===== src/pkg/prs_pkg.sv =====
// shared constants, types and decode helpers of the reset sequencer
package prs_pkg;

  // ==========================================================
  // clock and timing
  localparam int CLK_PERIOD_NS  = 20;
  localparam int RC_TICK_NS     = 1000;
  localparam int RC_DIV_CYC     = RC_TICK_NS / CLK_PERIOD_NS;
  localparam int RC_DIV_W       = $clog2(RC_DIV_CYC);
  localparam int POWER_UP_TIMER_MS        = 72;
  localparam int POWER_UP_TIMER_TICKS_NOM = POWER_UP_TIMER_MS * 1000000 / RC_TICK_NS;
  localparam int OST_CYCLES     = 1024;
  localparam int EXT_FILT_NS    = 200;
  localparam int EXT_FILT_CYC   =
    (EXT_FILT_NS + CLK_PERIOD_NS - 1) / CLK_PERIOD_NS;
  localparam int EXT_FILT_W     = $clog2(EXT_FILT_CYC + 1);
  localparam int DLY_CNT_W      = 17;

  // ==========================================================
  // register map (index times four gives the byte address)
  localparam logic [7:0]  STATUS_IDX  = 8'h03;
  localparam logic [7:0]  POWER_CONTROL_IDX    = 8'h8E;
  localparam logic [11:0] STATUS_ADDR = {2'b00, STATUS_IDX, 2'b00};
  localparam logic [11:0] POWER_CONTROL_ADDR   = {2'b00, POWER_CONTROL_IDX, 2'b00};

  // ==========================================================
  // field positions
  localparam int STAT_TO_BIT  = 4;
  localparam int STAT_PD_BIT  = 3;
  localparam int POWER_CONTROL_POR_BIT = 1;

  // ==========================================================
  // reset values
  localparam logic [7:0]  STATUS_POR_VAL = 8'h18;
  localparam logic        POWER_CONTROL_POR_VAL   = 1'b0;
  localparam logic [7:0]  OPTION_RST_VAL = 8'hFF;
  localparam logic [7:0]  TRIS_RST_VAL   = 8'hFF;
  localparam logic [7:0]  PCL_RST_VAL    = 8'h00;
  localparam logic [7:0]  UPPER_ADDRESS_LATCH_RST_VAL = 8'h00;
  localparam logic [7:0]  IRQ_CONTROL_REG_RST_VAL = 8'h00;
  localparam logic [12:0] PC_RESET_VEC   = 13'h0000;
  localparam logic [12:0] PC_IRQ_VEC     = 13'h0004;

  // ==========================================================
  // oscillator selection codes
  typedef logic [1:0] prs_osc_t;
  localparam prs_osc_t RESISTOR_CAP_MODE       = 2'b11;
  localparam prs_osc_t CRYSTAL_HIGH_SPEED_MODE = 2'b10;
  localparam prs_osc_t CRYSTAL_STANDARD_MODE   = 2'b01;
  localparam prs_osc_t CRYSTAL_LOW_POWER_MODE  = 2'b00;

  typedef enum logic [2:0] {
    ST_POR, ST_POWER_UP_TIMER, ST_OST, ST_HOLD, ST_RUN, ST_SLEEP, ST_WAKE
  } prs_state_t;

  function automatic logic prs_is_crystal(input prs_osc_t sel);
    prs_is_crystal = (sel == CRYSTAL_HIGH_SPEED_MODE) ||
                     (sel == CRYSTAL_STANDARD_MODE) ||
                     (sel == CRYSTAL_LOW_POWER_MODE);
  endfunction

endpackage


===== src/rtl/prs_delay_cnt.sv =====
// tick-driven one-shot delay counter with a done pulse
`timescale 1ns/1ps
module prs_delay_cnt
  import prs_pkg::*;
#(
  parameter int CNT_W = DLY_CNT_W
) (
  input  wire logic             clk_sys, // system clock
  input  wire logic             rst_b,   // async reset, active low
  input  wire logic             start,   // restart the delay
  input  wire logic             tick,    // one count per pulse
  input  wire logic [CNT_W-1:0] limit,   // ticks to count, at least 1
  output logic                  busy_q,  // counting
  output logic                  done_q   // pulse when limit reached
);

  logic [CNT_W-1:0] count_q;
  wire              last_w = (count_q == limit - 1'b1);

  always_ff @(posedge clk_sys or negedge rst_b) begin
    if (!rst_b) begin
      count_q <= '0;
      busy_q  <= 1'b0;
      done_q  <= 1'b0;
    end else begin
      done_q <= 1'b0;
      if (start) begin
        count_q <= '0;
        busy_q  <= 1'b1;
      end else if (busy_q && tick) begin
        count_q <= count_q + 1'b1;
        if (last_w) begin
          busy_q <= 1'b0;
          done_q <= 1'b1;
        end
      end
    end
  end

endmodule


===== src/rtl/prs_top.sv =====
// power-on reset and start-up sequencer with cause flags over apb
`timescale 1ns/1ps
module prs_top
  import prs_pkg::*;
#(
  parameter int POWER_UP_TIMER_TICKS = POWER_UP_TIMER_TICKS_NOM
) (
  input  wire logic        clk_sys,                // 50 MHz clock
  input  wire logic        rst_b,                  // async reset, low
  input  wire logic        supply_rise_det,        // power-on pulse
  input  wire logic        external_reset_pin_n,   // reset pin, low
  input  wire logic        watchdog_timer_timeout, // timeout pulse
  input  wire logic        sleep_enter,            // core enters sleep
  input  wire logic        irq_wake,               // enabled irq pending
  input  wire logic        global_irq_enable,      // core enable bit
  input  wire logic        power_up_timer_disable, // config bit
  input  wire logic [1:0]  osc_select_bits,        // config bits
  input  wire logic        osc_in,                 // oscillator input
  input  wire logic        psel,                   // apb select
  input  wire logic        penable,                // apb enable
  input  wire logic        pwrite,                 // apb direction
  input  wire logic [11:0] paddr,                  // apb byte address
  input  wire logic [31:0] pwdata,                 // apb write data
  output logic             pready_q,               // apb ready
  output logic [31:0]      prdata_q,               // apb read data
  output logic             pslverr_q,              // apb error
  output logic             core_reset_n_q,         // core reset, low
  output logic             reg_init_q,             // load reset state
  output logic             gie_clear_q,            // clear irq enable
  output logic             pc_load_q,              // load pc pulse
  output logic [12:0]      pc_value_q,             // pc value to load
  output logic             wake_resume_q,          // resume after sleep
  output logic [7:0]       status_q,               // status flags
  output logic             power_control_por_q              // power-on flag
);

  // ==========================================================
  // oscillator decode and rc tick divider
  wire xtal_w = prs_is_crystal(osc_select_bits);
  wire rc_w   = (osc_select_bits == RESISTOR_CAP_MODE);

  localparam logic [RC_DIV_W-1:0] RC_LAST = RC_DIV_W'(RC_DIV_CYC - 1);
  localparam logic [DLY_CNT_W-1:0] POWER_UP_TIMER_LIM = DLY_CNT_W'(POWER_UP_TIMER_TICKS);
  localparam logic [DLY_CNT_W-1:0] OST_LIM  = DLY_CNT_W'(OST_CYCLES);
  localparam logic [EXT_FILT_W-1:0] FILT_LAST =
    EXT_FILT_W'(EXT_FILT_CYC - 1);

  logic [RC_DIV_W-1:0] rc_div_q;
  logic                rc_tick_q;
  logic                osc_d_q;

  // the rc tick keeps the power-up delay independent of osc_in
  always_ff @(posedge clk_sys or negedge rst_b) begin
    if (!rst_b) begin
      rc_div_q  <= '0;
      rc_tick_q <= 1'b0;
      osc_d_q   <= 1'b0;
    end else begin
      rc_div_q  <= (rc_div_q == RC_LAST) ? '0 : rc_div_q + 1'b1;
      rc_tick_q <= (rc_div_q == RC_LAST);
      osc_d_q   <= osc_in;
    end
  end

  wire osc_edge_w = osc_in & ~osc_d_q;

  // ==========================================================
  // reset pin noise filter
  logic [EXT_FILT_W-1:0] filt_cnt_q;
  logic                  ext_filt_q;
  wire                   filt_diff_w = (external_reset_pin_n != ext_filt_q);

  // pulses shorter than the filter length never reach ext_filt_q
  always_ff @(posedge clk_sys or negedge rst_b) begin
    if (!rst_b) begin
      filt_cnt_q <= '0;
      ext_filt_q <= 1'b1;
    end else if (!filt_diff_w) begin
      filt_cnt_q <= '0;
    end else if (filt_cnt_q == FILT_LAST) begin
      filt_cnt_q <= '0;
      ext_filt_q <= external_reset_pin_n;
    end else begin
      filt_cnt_q <= filt_cnt_q + 1'b1;
    end
  end

  wire ext_low_w = ~ext_filt_q;

  // ==========================================================
  // delay timers
  logic start_power_up_timer, start_ost;
  logic power_up_timer_done, ost_done;

  prs_delay_cnt #(.CNT_W(DLY_CNT_W)) u_power_up_timer (
    .clk_sys (clk_sys),
    .rst_b   (rst_b),
    .start   (start_power_up_timer),
    .tick    (rc_tick_q),
    .limit   (POWER_UP_TIMER_LIM),
    .busy_q  (),
    .done_q  (power_up_timer_done)
  );

  prs_delay_cnt #(.CNT_W(DLY_CNT_W)) u_ost (
    .clk_sys (clk_sys),
    .rst_b   (rst_b),
    .start   (start_ost),
    .tick    (osc_edge_w),
    .limit   (OST_LIM),
    .busy_q  (),
    .done_q  (ost_done)
  );

  // ==========================================================
  // sequencer
  prs_state_t state_q, state_d;
  logic       wake_irq_q;
  wire        power_up_timer_en_w = ~power_up_timer_disable;

  always_comb begin
    state_d    = state_q;
    start_power_up_timer = 1'b0;
    start_ost  = 1'b0;
    unique case (state_q)
      ST_POR: begin
        if (!supply_rise_det) begin
          if (power_up_timer_en_w) begin
            state_d    = ST_POWER_UP_TIMER;
            start_power_up_timer = 1'b1;
          end else if (xtal_w) begin
            state_d   = ST_OST;
            start_ost = 1'b1;
          end else begin
            state_d = ST_HOLD;
          end
        end
      end
      ST_POWER_UP_TIMER: begin
        if (power_up_timer_done && xtal_w) begin
          state_d   = ST_OST;
          start_ost = 1'b1;
        end else if (power_up_timer_done) begin
          state_d = ST_HOLD;
        end
      end
      ST_OST: if (ost_done) state_d = ST_HOLD;
      ST_HOLD: if (!ext_low_w) state_d = ST_RUN;
      ST_RUN: begin
        if (ext_low_w || watchdog_timer_timeout) begin
          state_d = ST_HOLD;
        end else if (sleep_enter) begin
          state_d = ST_SLEEP;
        end
      end
      ST_SLEEP: begin
        if (ext_low_w) begin
          state_d = ST_HOLD;
        end else if (watchdog_timer_timeout || irq_wake) begin
          state_d   = xtal_w ? ST_WAKE : ST_RUN;
          start_ost = xtal_w;
        end
      end
      ST_WAKE: begin
        if (ext_low_w) state_d = ST_HOLD;
        else if (ost_done) state_d = ST_RUN;
      end
    endcase
    if (supply_rise_det) begin
      state_d = ST_POR;
    end
  end

  // ==========================================================
  // cause events
  wire ev_por_w       = supply_rise_det;
  wire ev_ext_run_w   = (state_q == ST_RUN) && ext_low_w;
  wire ev_wdt_rst_w   = (state_q == ST_RUN) && !ext_low_w &&
                        watchdog_timer_timeout;
  wire ev_sleep_w     = (state_q == ST_RUN) && !ext_low_w &&
                        !watchdog_timer_timeout && sleep_enter;
  wire ev_ext_slp_w   = (state_q == ST_SLEEP) && ext_low_w;
  wire ev_wdt_wake_w  = (state_q == ST_SLEEP) && !ext_low_w &&
                        watchdog_timer_timeout;
  wire ev_irq_wake_w  = (state_q == ST_SLEEP) && !ext_low_w &&
                        !watchdog_timer_timeout && irq_wake;
  wire rel_reset_w    = (state_q == ST_HOLD) && (state_d == ST_RUN);
  wire rel_wake_w     = (state_d == ST_RUN) &&
                        ((state_q == ST_WAKE) || (state_q == ST_SLEEP));
  wire core_run_d     = (state_d == ST_RUN) || (state_d == ST_SLEEP) ||
                        (state_d == ST_WAKE);

  // ==========================================================
  // apb slave, one wait state
  wire access_w  = psel && penable && pready_q;
  wire hit_st_w  = (paddr == STATUS_ADDR);
  wire hit_pc_w  = (paddr == POWER_CONTROL_ADDR);
  wire wr_st_w   = access_w && pwrite && hit_st_w;
  wire wr_pc_w   = access_w && pwrite && hit_pc_w;
  wire [31:0] rd_mux_w = hit_st_w ? {24'h000000, status_q} :
                         hit_pc_w ? {30'h00000000, power_control_por_q, 1'b0} :
                         32'h00000000;

  // hardware cause loads win over a software write in the same cycle
  wire [7:0] st_sw_w  = {pwdata[7:5], status_q[STAT_TO_BIT],
                         status_q[STAT_PD_BIT], pwdata[2:0]};
  wire [7:0] status_d =
    ev_por_w      ? STATUS_POR_VAL :
    ev_ext_run_w  ? {3'b000, status_q[4:0]} :
    ev_ext_slp_w  ? {3'b000, 2'b10, status_q[2:0]} :
    ev_wdt_rst_w  ? {3'b000, 1'b0, status_q[3:0]} :
    ev_wdt_wake_w ? {status_q[7:5], 2'b00, status_q[2:0]} :
    ev_irq_wake_w ? {status_q[7:5], 2'b10, status_q[2:0]} :
    ev_sleep_w    ? {status_q[7:5], 2'b10, status_q[2:0]} :
    wr_st_w       ? st_sw_w : status_q;
  wire power_control_d = ev_por_w ? POWER_CONTROL_POR_VAL :
                wr_pc_w  ? pwdata[POWER_CONTROL_POR_BIT] : power_control_por_q;

  always_ff @(posedge clk_sys or negedge rst_b) begin
    if (!rst_b) begin
      pready_q  <= 1'b0;
      prdata_q  <= 32'h00000000;
      pslverr_q <= 1'b0;
    end else begin
      pready_q  <= psel && penable && !pready_q;
      prdata_q  <= (psel && penable && !pready_q && !pwrite) ?
                   rd_mux_w : 32'h00000000;
      pslverr_q <= psel && penable && !pready_q && !hit_st_w && !hit_pc_w;
    end
  end

  // ==========================================================
  // state, flags and core-facing outputs
  always_ff @(posedge clk_sys or negedge rst_b) begin
    if (!rst_b) begin
      state_q        <= ST_POR;
      wake_irq_q     <= 1'b0;
      status_q       <= STATUS_POR_VAL;
      power_control_por_q     <= POWER_CONTROL_POR_VAL;
      core_reset_n_q <= 1'b0;
      reg_init_q     <= 1'b0;
      gie_clear_q    <= 1'b0;
      pc_load_q      <= 1'b0;
      pc_value_q     <= PC_RESET_VEC;
      wake_resume_q  <= 1'b0;
    end else begin
      state_q        <= state_d;
      status_q       <= status_d;
      power_control_por_q     <= power_control_d;
      core_reset_n_q <= core_run_d;
      if (ev_wdt_wake_w || ev_irq_wake_w) begin
        wake_irq_q <= ev_irq_wake_w;
      end
      // working registers are left alone; only the init strobe acts
      reg_init_q    <= rel_reset_w;
      gie_clear_q   <= rel_reset_w;
      wake_resume_q <= rel_wake_w;
      pc_load_q     <= rel_reset_w ||
                       (rel_wake_w && wake_irq_q && global_irq_enable);
      if (rel_reset_w) begin
        pc_value_q <= PC_RESET_VEC;
      end else if (rel_wake_w && wake_irq_q && global_irq_enable) begin
        pc_value_q <= PC_IRQ_VEC;
      end
    end
  end
endmodule


===== config.mk =====
export PLATFORM = sky130hd
export DESIGN_NAME = prs_top
export DESIGN_NICKNAME = d
export VERILOG_FILES = /design/src/pkg/prs_pkg.sv /design/src/rtl/prs_delay_cnt.sv /design/src/rtl/prs_top.sv
export SDC_FILE = /design/constraint.sdc
export NUM_CORES = 1
export LEC_CHECK = 0
export ABC_CLOCK_PERIOD_IN_PS = 4380
export BUFFER_PORTS_ARGS = -buffer_cell sky130_fd_sc_hd__buf_2
export CAP_MARGIN = 20
export CORE_ASPECT_RATIO = 0.5
export CORE_MARGIN = 4
export CORE_UTILIZATION = 25
export CTS_CLUSTER_DIAMETER = 40
export CTS_CLUSTER_SIZE = 12
export DETAILED_ROUTE_END_ITERATION = 7
export PLACE_DENSITY_LB_ADDON = 0.08
export RECOVER_POWER = 100
export SLEW_MARGIN = 10
export SYNTH_ARGS = -nofsm -noshare
export SYNTH_HDL_FRONTEND = slang
export SYNTH_HIERARCHICAL = 1
export SYNTH_SLANG_ARGS = --single-unit

===== constraint.sdc =====
create_clock -name clk_sys -period 4.38 [get_ports clk_sys]
set_input_delay 1.095 -clock clk_sys [delete_from_list [all_inputs] [get_ports clk_sys]]
set_output_delay 1.095 -clock clk_sys [all_outputs]
set_load 0.05 [all_outputs]

==> impl_results.md <==
- Result of the run: finished, violations left
- Violated checks: capacitance limit, slew limit
- Fin crit share: 0.729
- Die Footprint: 24,300 µm²
- Width of the chip: 216 µm
- Worst-case register-to-register setup slack: 1.51 ns
- Setup TNS: 0 ns
- Ranking of synthesized cells by area: sky130_fd_sc_hd__dfrtp_1, sky130_fd_sc_hd__xor2_1, sky130_fd_sc_hd__buf_4
- Critical path fanouts, max: 19
- Top_reg_cell synth: sky130_fd_sc_hd__dfrtp_1
- Comb pwr share: 0.176
- Depth of the most critical reg-to-reg path: 9
- Final WL: 12.6 mm
- Final-report max-slew violation count: 64
- Number of buffers and inverters on the critical path: 2
- Power Total: 2020 µW
- Final count of negative-setup-slack endpoints: 0
- Y dimension of the die: 112 µm
- Nets: 880
- Power per standard cell area: 299 nW/µm²
- Worst relative slew slack: -0.0499
- Final clock skew: 0.0109 ns
- Top Metal Used: met4
- Highest ir drop seen on vdd: 0.187 mV
- Min-delay worst type: reg -> reg
- Slew at the pin with the worst max-slew slack: 1.57 ns
- Filler cell count in the final layout: 2,279
- Dominant delay contributor by cell family on the critical path: simple AND/OR/NAND/NOR gates
- Final instance area: 6750 µm²
- Switch share: 0.307
- Number of antenna violations at the first check in global routing: 0
- Buffers added on ports: 57
- Worst reg2reg path endpoint: u_ost/busy_q$_DFFE_PN0P_
- Insertion delay of the later-clocked pin in the worst-skew pair: 0.34 ns
- Part of the total power dissipated in sequential elements: 0.413
- Remaining global-route overflow: 0
- CTS H-tree depth: 3
- Cts bufs inserted: 9
- Design internal power: 1400 µW
- Unrepaired setup endpoints after global routing: no
- Number of max-capacitance violations reported: 1
- Iteration count of the initial detailed-routing pass: 4
- Post-synth top cells: sky130_fd_sc_hd__dfrtp_1, sky130_fd_sc_hd__nor2_1, sky130_fd_sc_hd__xor2_1
- Initial core utilization: 0.260
- Proportion of netlist area held by the largest area contributor: 0.350
- Clock Sink Count: 79
- Floorplan row count: 37
- Proportion of synthesized chip area in sequential cells: 0.365
- Critical Path, Cell by Cell: clkbuf_1 -> nor3_1 -> a21oi_1 -> o31a_1 -> a21oi_1 -> clkbuf_1 -> nor4_1 -> o2111ai_1 -> nor4b_2 -> nor2_1
- Met3 layer wire length in the routed design: 265 µm
- Worst reg2reg path startpoint: state_q[0]$_DFF_PN0_
- Cell count after synthesis: 585
- Count of routing violations after the opening detailed-route iteration: 272
- Net switching power of the design: 619 µW
- Capture point of the critical path: u_ost/busy_q$_DFFE_PN0P_
- Worst hold slack after final layout: 0.494 ns
- Crit path time final: 3.19 ns
- Yosys warning count: 6
- Bufs on Longest Clock Path: 2
- Global placer's final weighted congestion: 0.771
- Worst Setup Path Type: in -> reg
- Floorplan Core Area: 20,900 µm²
- Master of the slowest instance on the critical path: sky130_fd_sc_hd__clkbuf_1
- Hold bufs inserted after CTS: 0
- Post-CTS sizing: 0
- Flop and latch count out of synthesis: 79
- Clock root buffer: sky130_fd_sc_hd__clkbuf_16
- Number of top-level design ports: 120
- Detailed-routing wirelength on met1: 6.07 mm
- Yosys cell types: 80
- Synth Cell Area: 5430 µm²
- Dominant cell type by area after synthesis: sky130_fd_sc_hd__dfrtp_1
- Vias in the first global route: 4,067
- Largest net degree at the start of global routing: 64
- Number of stages on the worst setup path: 10
- Fraction of final layout cells with drive strength greater than 1: 0.0905
- Data arrival at the endpoint of the critical path: 3.40 ns
- Highest attainable clock frequency: 0.313 GHz
- Diodes inserted: 0
- Post-placement cell area: 6540 µm²
- Share of synthesized registers carrying an async set or reset: 1.00
- Share of total power in the clock network: 0.411
- First-pass GRT wire length: 21.0 mm
- Clock slew at reported path FFs: 0.06 ns
- Leakage: 0.00312 µW
- Setup Fix Bufs, Post-CTS: 0
- Final routed wire length divided by cell count: 11.3 µm
- Synth-to-layout area growth: 24.4%
- Via density per instance: 3.97
- Critical Path RT: 4.59 ns
- Synthesized area per cell: 9.28 µm²
- GRT Util Overall: 0.105
- Post-DRT Antenna Nets: 0
- Met2 Wirelength: 6.12 mm
- Count leader, synth: sky130_fd_sc_hd__dfrtp_1
- Worst setup path start: supply_rise_det
- Total via count in the routed design: 4,411
- CTS tree: yes
- Startpoint type of the worst setup path: primary input
- Crit path capture type: flop
- Hold violation count in the final report: 0
- Number of flops mapped to enable cells by yosys: 0
- DRC violations left: 0
- Max incr delay on CP: 0.49 ns
- DP Wirelength: 9.72 mm
==> metrics by stage <==
step | util | std cells | setup slack (ns)
after floorplan | - | 793 | 1.75
after CTS | 0.328 | 1110 | 1.57
after global placement | 0.312 | 1094 | 1.25
after detailed placement | 0.312 | 1094 | 1.22
final | 0.323 | 1110 | 1.19
after global routing | 0.323 | 1110 | 0.814
==> power groups by stage <==
| stage | Sequential (µW) | Combinational [µW] | Clock, µW |
|---|---|---|---|
| 6_report | 834 | 356 | 831 |
| 5_1_grt | 843 | 405 | 884 |
| 4_1_cts | 835 | 368 | 860 |
| 3_5_place_dp | 847 | 368 | 0 |
| 3_3_place_gp | 848 | 368 | 0 |
| 2_1_floorplan | 827 | 330 | 0 |
==> cells by family after synthesis <==
logic type      synth area share
simple gates               0.262
compound gates             0.144
flops                      0.365
buf+inv                   0.0804
xor+xnor                   0.115
fa+ha+maj                 0.0184
mux                       0.0150
other cells              0.00138
==> final cells by class <==
cell class	instances	area, µm²	share of cell area
repair buffers	60	260	0.0385
well taps	292	365	0.0541
flip-flops and latches	79	1980	0.293
clock buffers	10	239	0.0354
multi-input cells	642	3740	0.553
clock inverters	6	92.6	0.0137
inverters	21	78.8	0.0117
==> cell usage in the layout (no fill, tap or decap), types with 4 or more instances in the layout <==
cell type                     n
sky130_fd_sc_hd__nor3_1      16
sky130_fd_sc_hd__xnor2_1     29
sky130_fd_sc_hd__xor2_1      42
sky130_fd_sc_hd__nor2b_1      4
sky130_fd_sc_hd__nand4_1     15
sky130_fd_sc_hd__nor4b_1      5
sky130_fd_sc_hd__nand3b_1    10
sky130_fd_sc_hd__conb_1     210
sky130_fd_sc_hd__o211ai_1     6
sky130_fd_sc_hd__nor3b_1      5
sky130_fd_sc_hd__mux2i_1      7
sky130_fd_sc_hd__or4b_1       4
sky130_fd_sc_hd__inv_1       20
sky130_fd_sc_hd__nor4_1      11
sky130_fd_sc_hd__o21bai_1     5
sky130_fd_sc_hd__buf_2       27
sky130_fd_sc_hd__dfrtp_1     76
sky130_fd_sc_hd__nand2_1     38
sky130_fd_sc_hd__or4_1        5
sky130_fd_sc_hd__ha_1         8
sky130_fd_sc_hd__clkbuf_1    32
sky130_fd_sc_hd__nor2_1      60
sky130_fd_sc_hd__and4_1       5
sky130_fd_sc_hd__nand2b_1     6
sky130_fd_sc_hd__a21oi_1     22
sky130_fd_sc_hd__and2_0       6
sky130_fd_sc_hd__nand3_1     17
sky130_fd_sc_hd__a31oi_1      4
sky130_fd_sc_hd__o21ai_0     14
sky130_fd_sc_hd__and3_1      14
sky130_fd_sc_hd__or3_1        6
sky130_fd_sc_hd__clkbuf_16    9
==> registers in the layout, summed over array words and instances, names as in the netlist, 3 cells and up <==
signal,cells
state_q,3
filt_cnt_q,4
rc_div_q,6
u_power_up_timer/count_q,17
u_ost/count_q,17
prdata_q,8
status_q,8
==> layer usage <==
| metal | vias to the layer above | global-route usage |
|---|---|---|
| met5 | - | 0 |
| met4 | 0 | 0.0243 |
| met3 | 9 | 0.0206 |
| met2 | 38 | 0.178 |
| met1 | 2034 | 0.139 |
| li1 | 2330 | - |
==> worst register-to-register path, cell delays in order, from the launching register on <==
cell,delay (ns)
sky130_fd_sc_hd__dfrtp_1,0.60
sky130_fd_sc_hd__nor2b_1,0.27
sky130_fd_sc_hd__o211ai_1,0.22
sky130_fd_sc_hd__o31a_1,0.20
sky130_fd_sc_hd__a21oi_1,0.05
sky130_fd_sc_hd__clkbuf_1,0.40
sky130_fd_sc_hd__nor4_1,0.40
sky130_fd_sc_hd__o2111ai_1,0.17
sky130_fd_sc_hd__nor4b_2,0.35
sky130_fd_sc_hd__nor2_1,0.09
==> worst min path at each step <==
stage                             from                      end  cells past startpoint
2_1_floorplan   wake_irq_q$_DFFE_PN0P_   wake_irq_q$_DFFE_PN0P_                      1
3_3_place_gp   filt_cnt_q[0]$_DFF_PN0_  filt_cnt_q[0]$_DFF_PN0_                      1
3_5_place_dp   filt_cnt_q[0]$_DFF_PN0_  filt_cnt_q[0]$_DFF_PN0_                      1
4_1_cts        filt_cnt_q[0]$_DFF_PN0_  filt_cnt_q[0]$_DFF_PN0_                      1
5_1_grt        filt_cnt_q[0]$_DFF_PN0_  filt_cnt_q[0]$_DFF_PN0_                      1
6_report       filt_cnt_q[0]$_DFF_PN0_  filt_cnt_q[0]$_DFF_PN0_                      1
(Power assumes the default switching activity.)
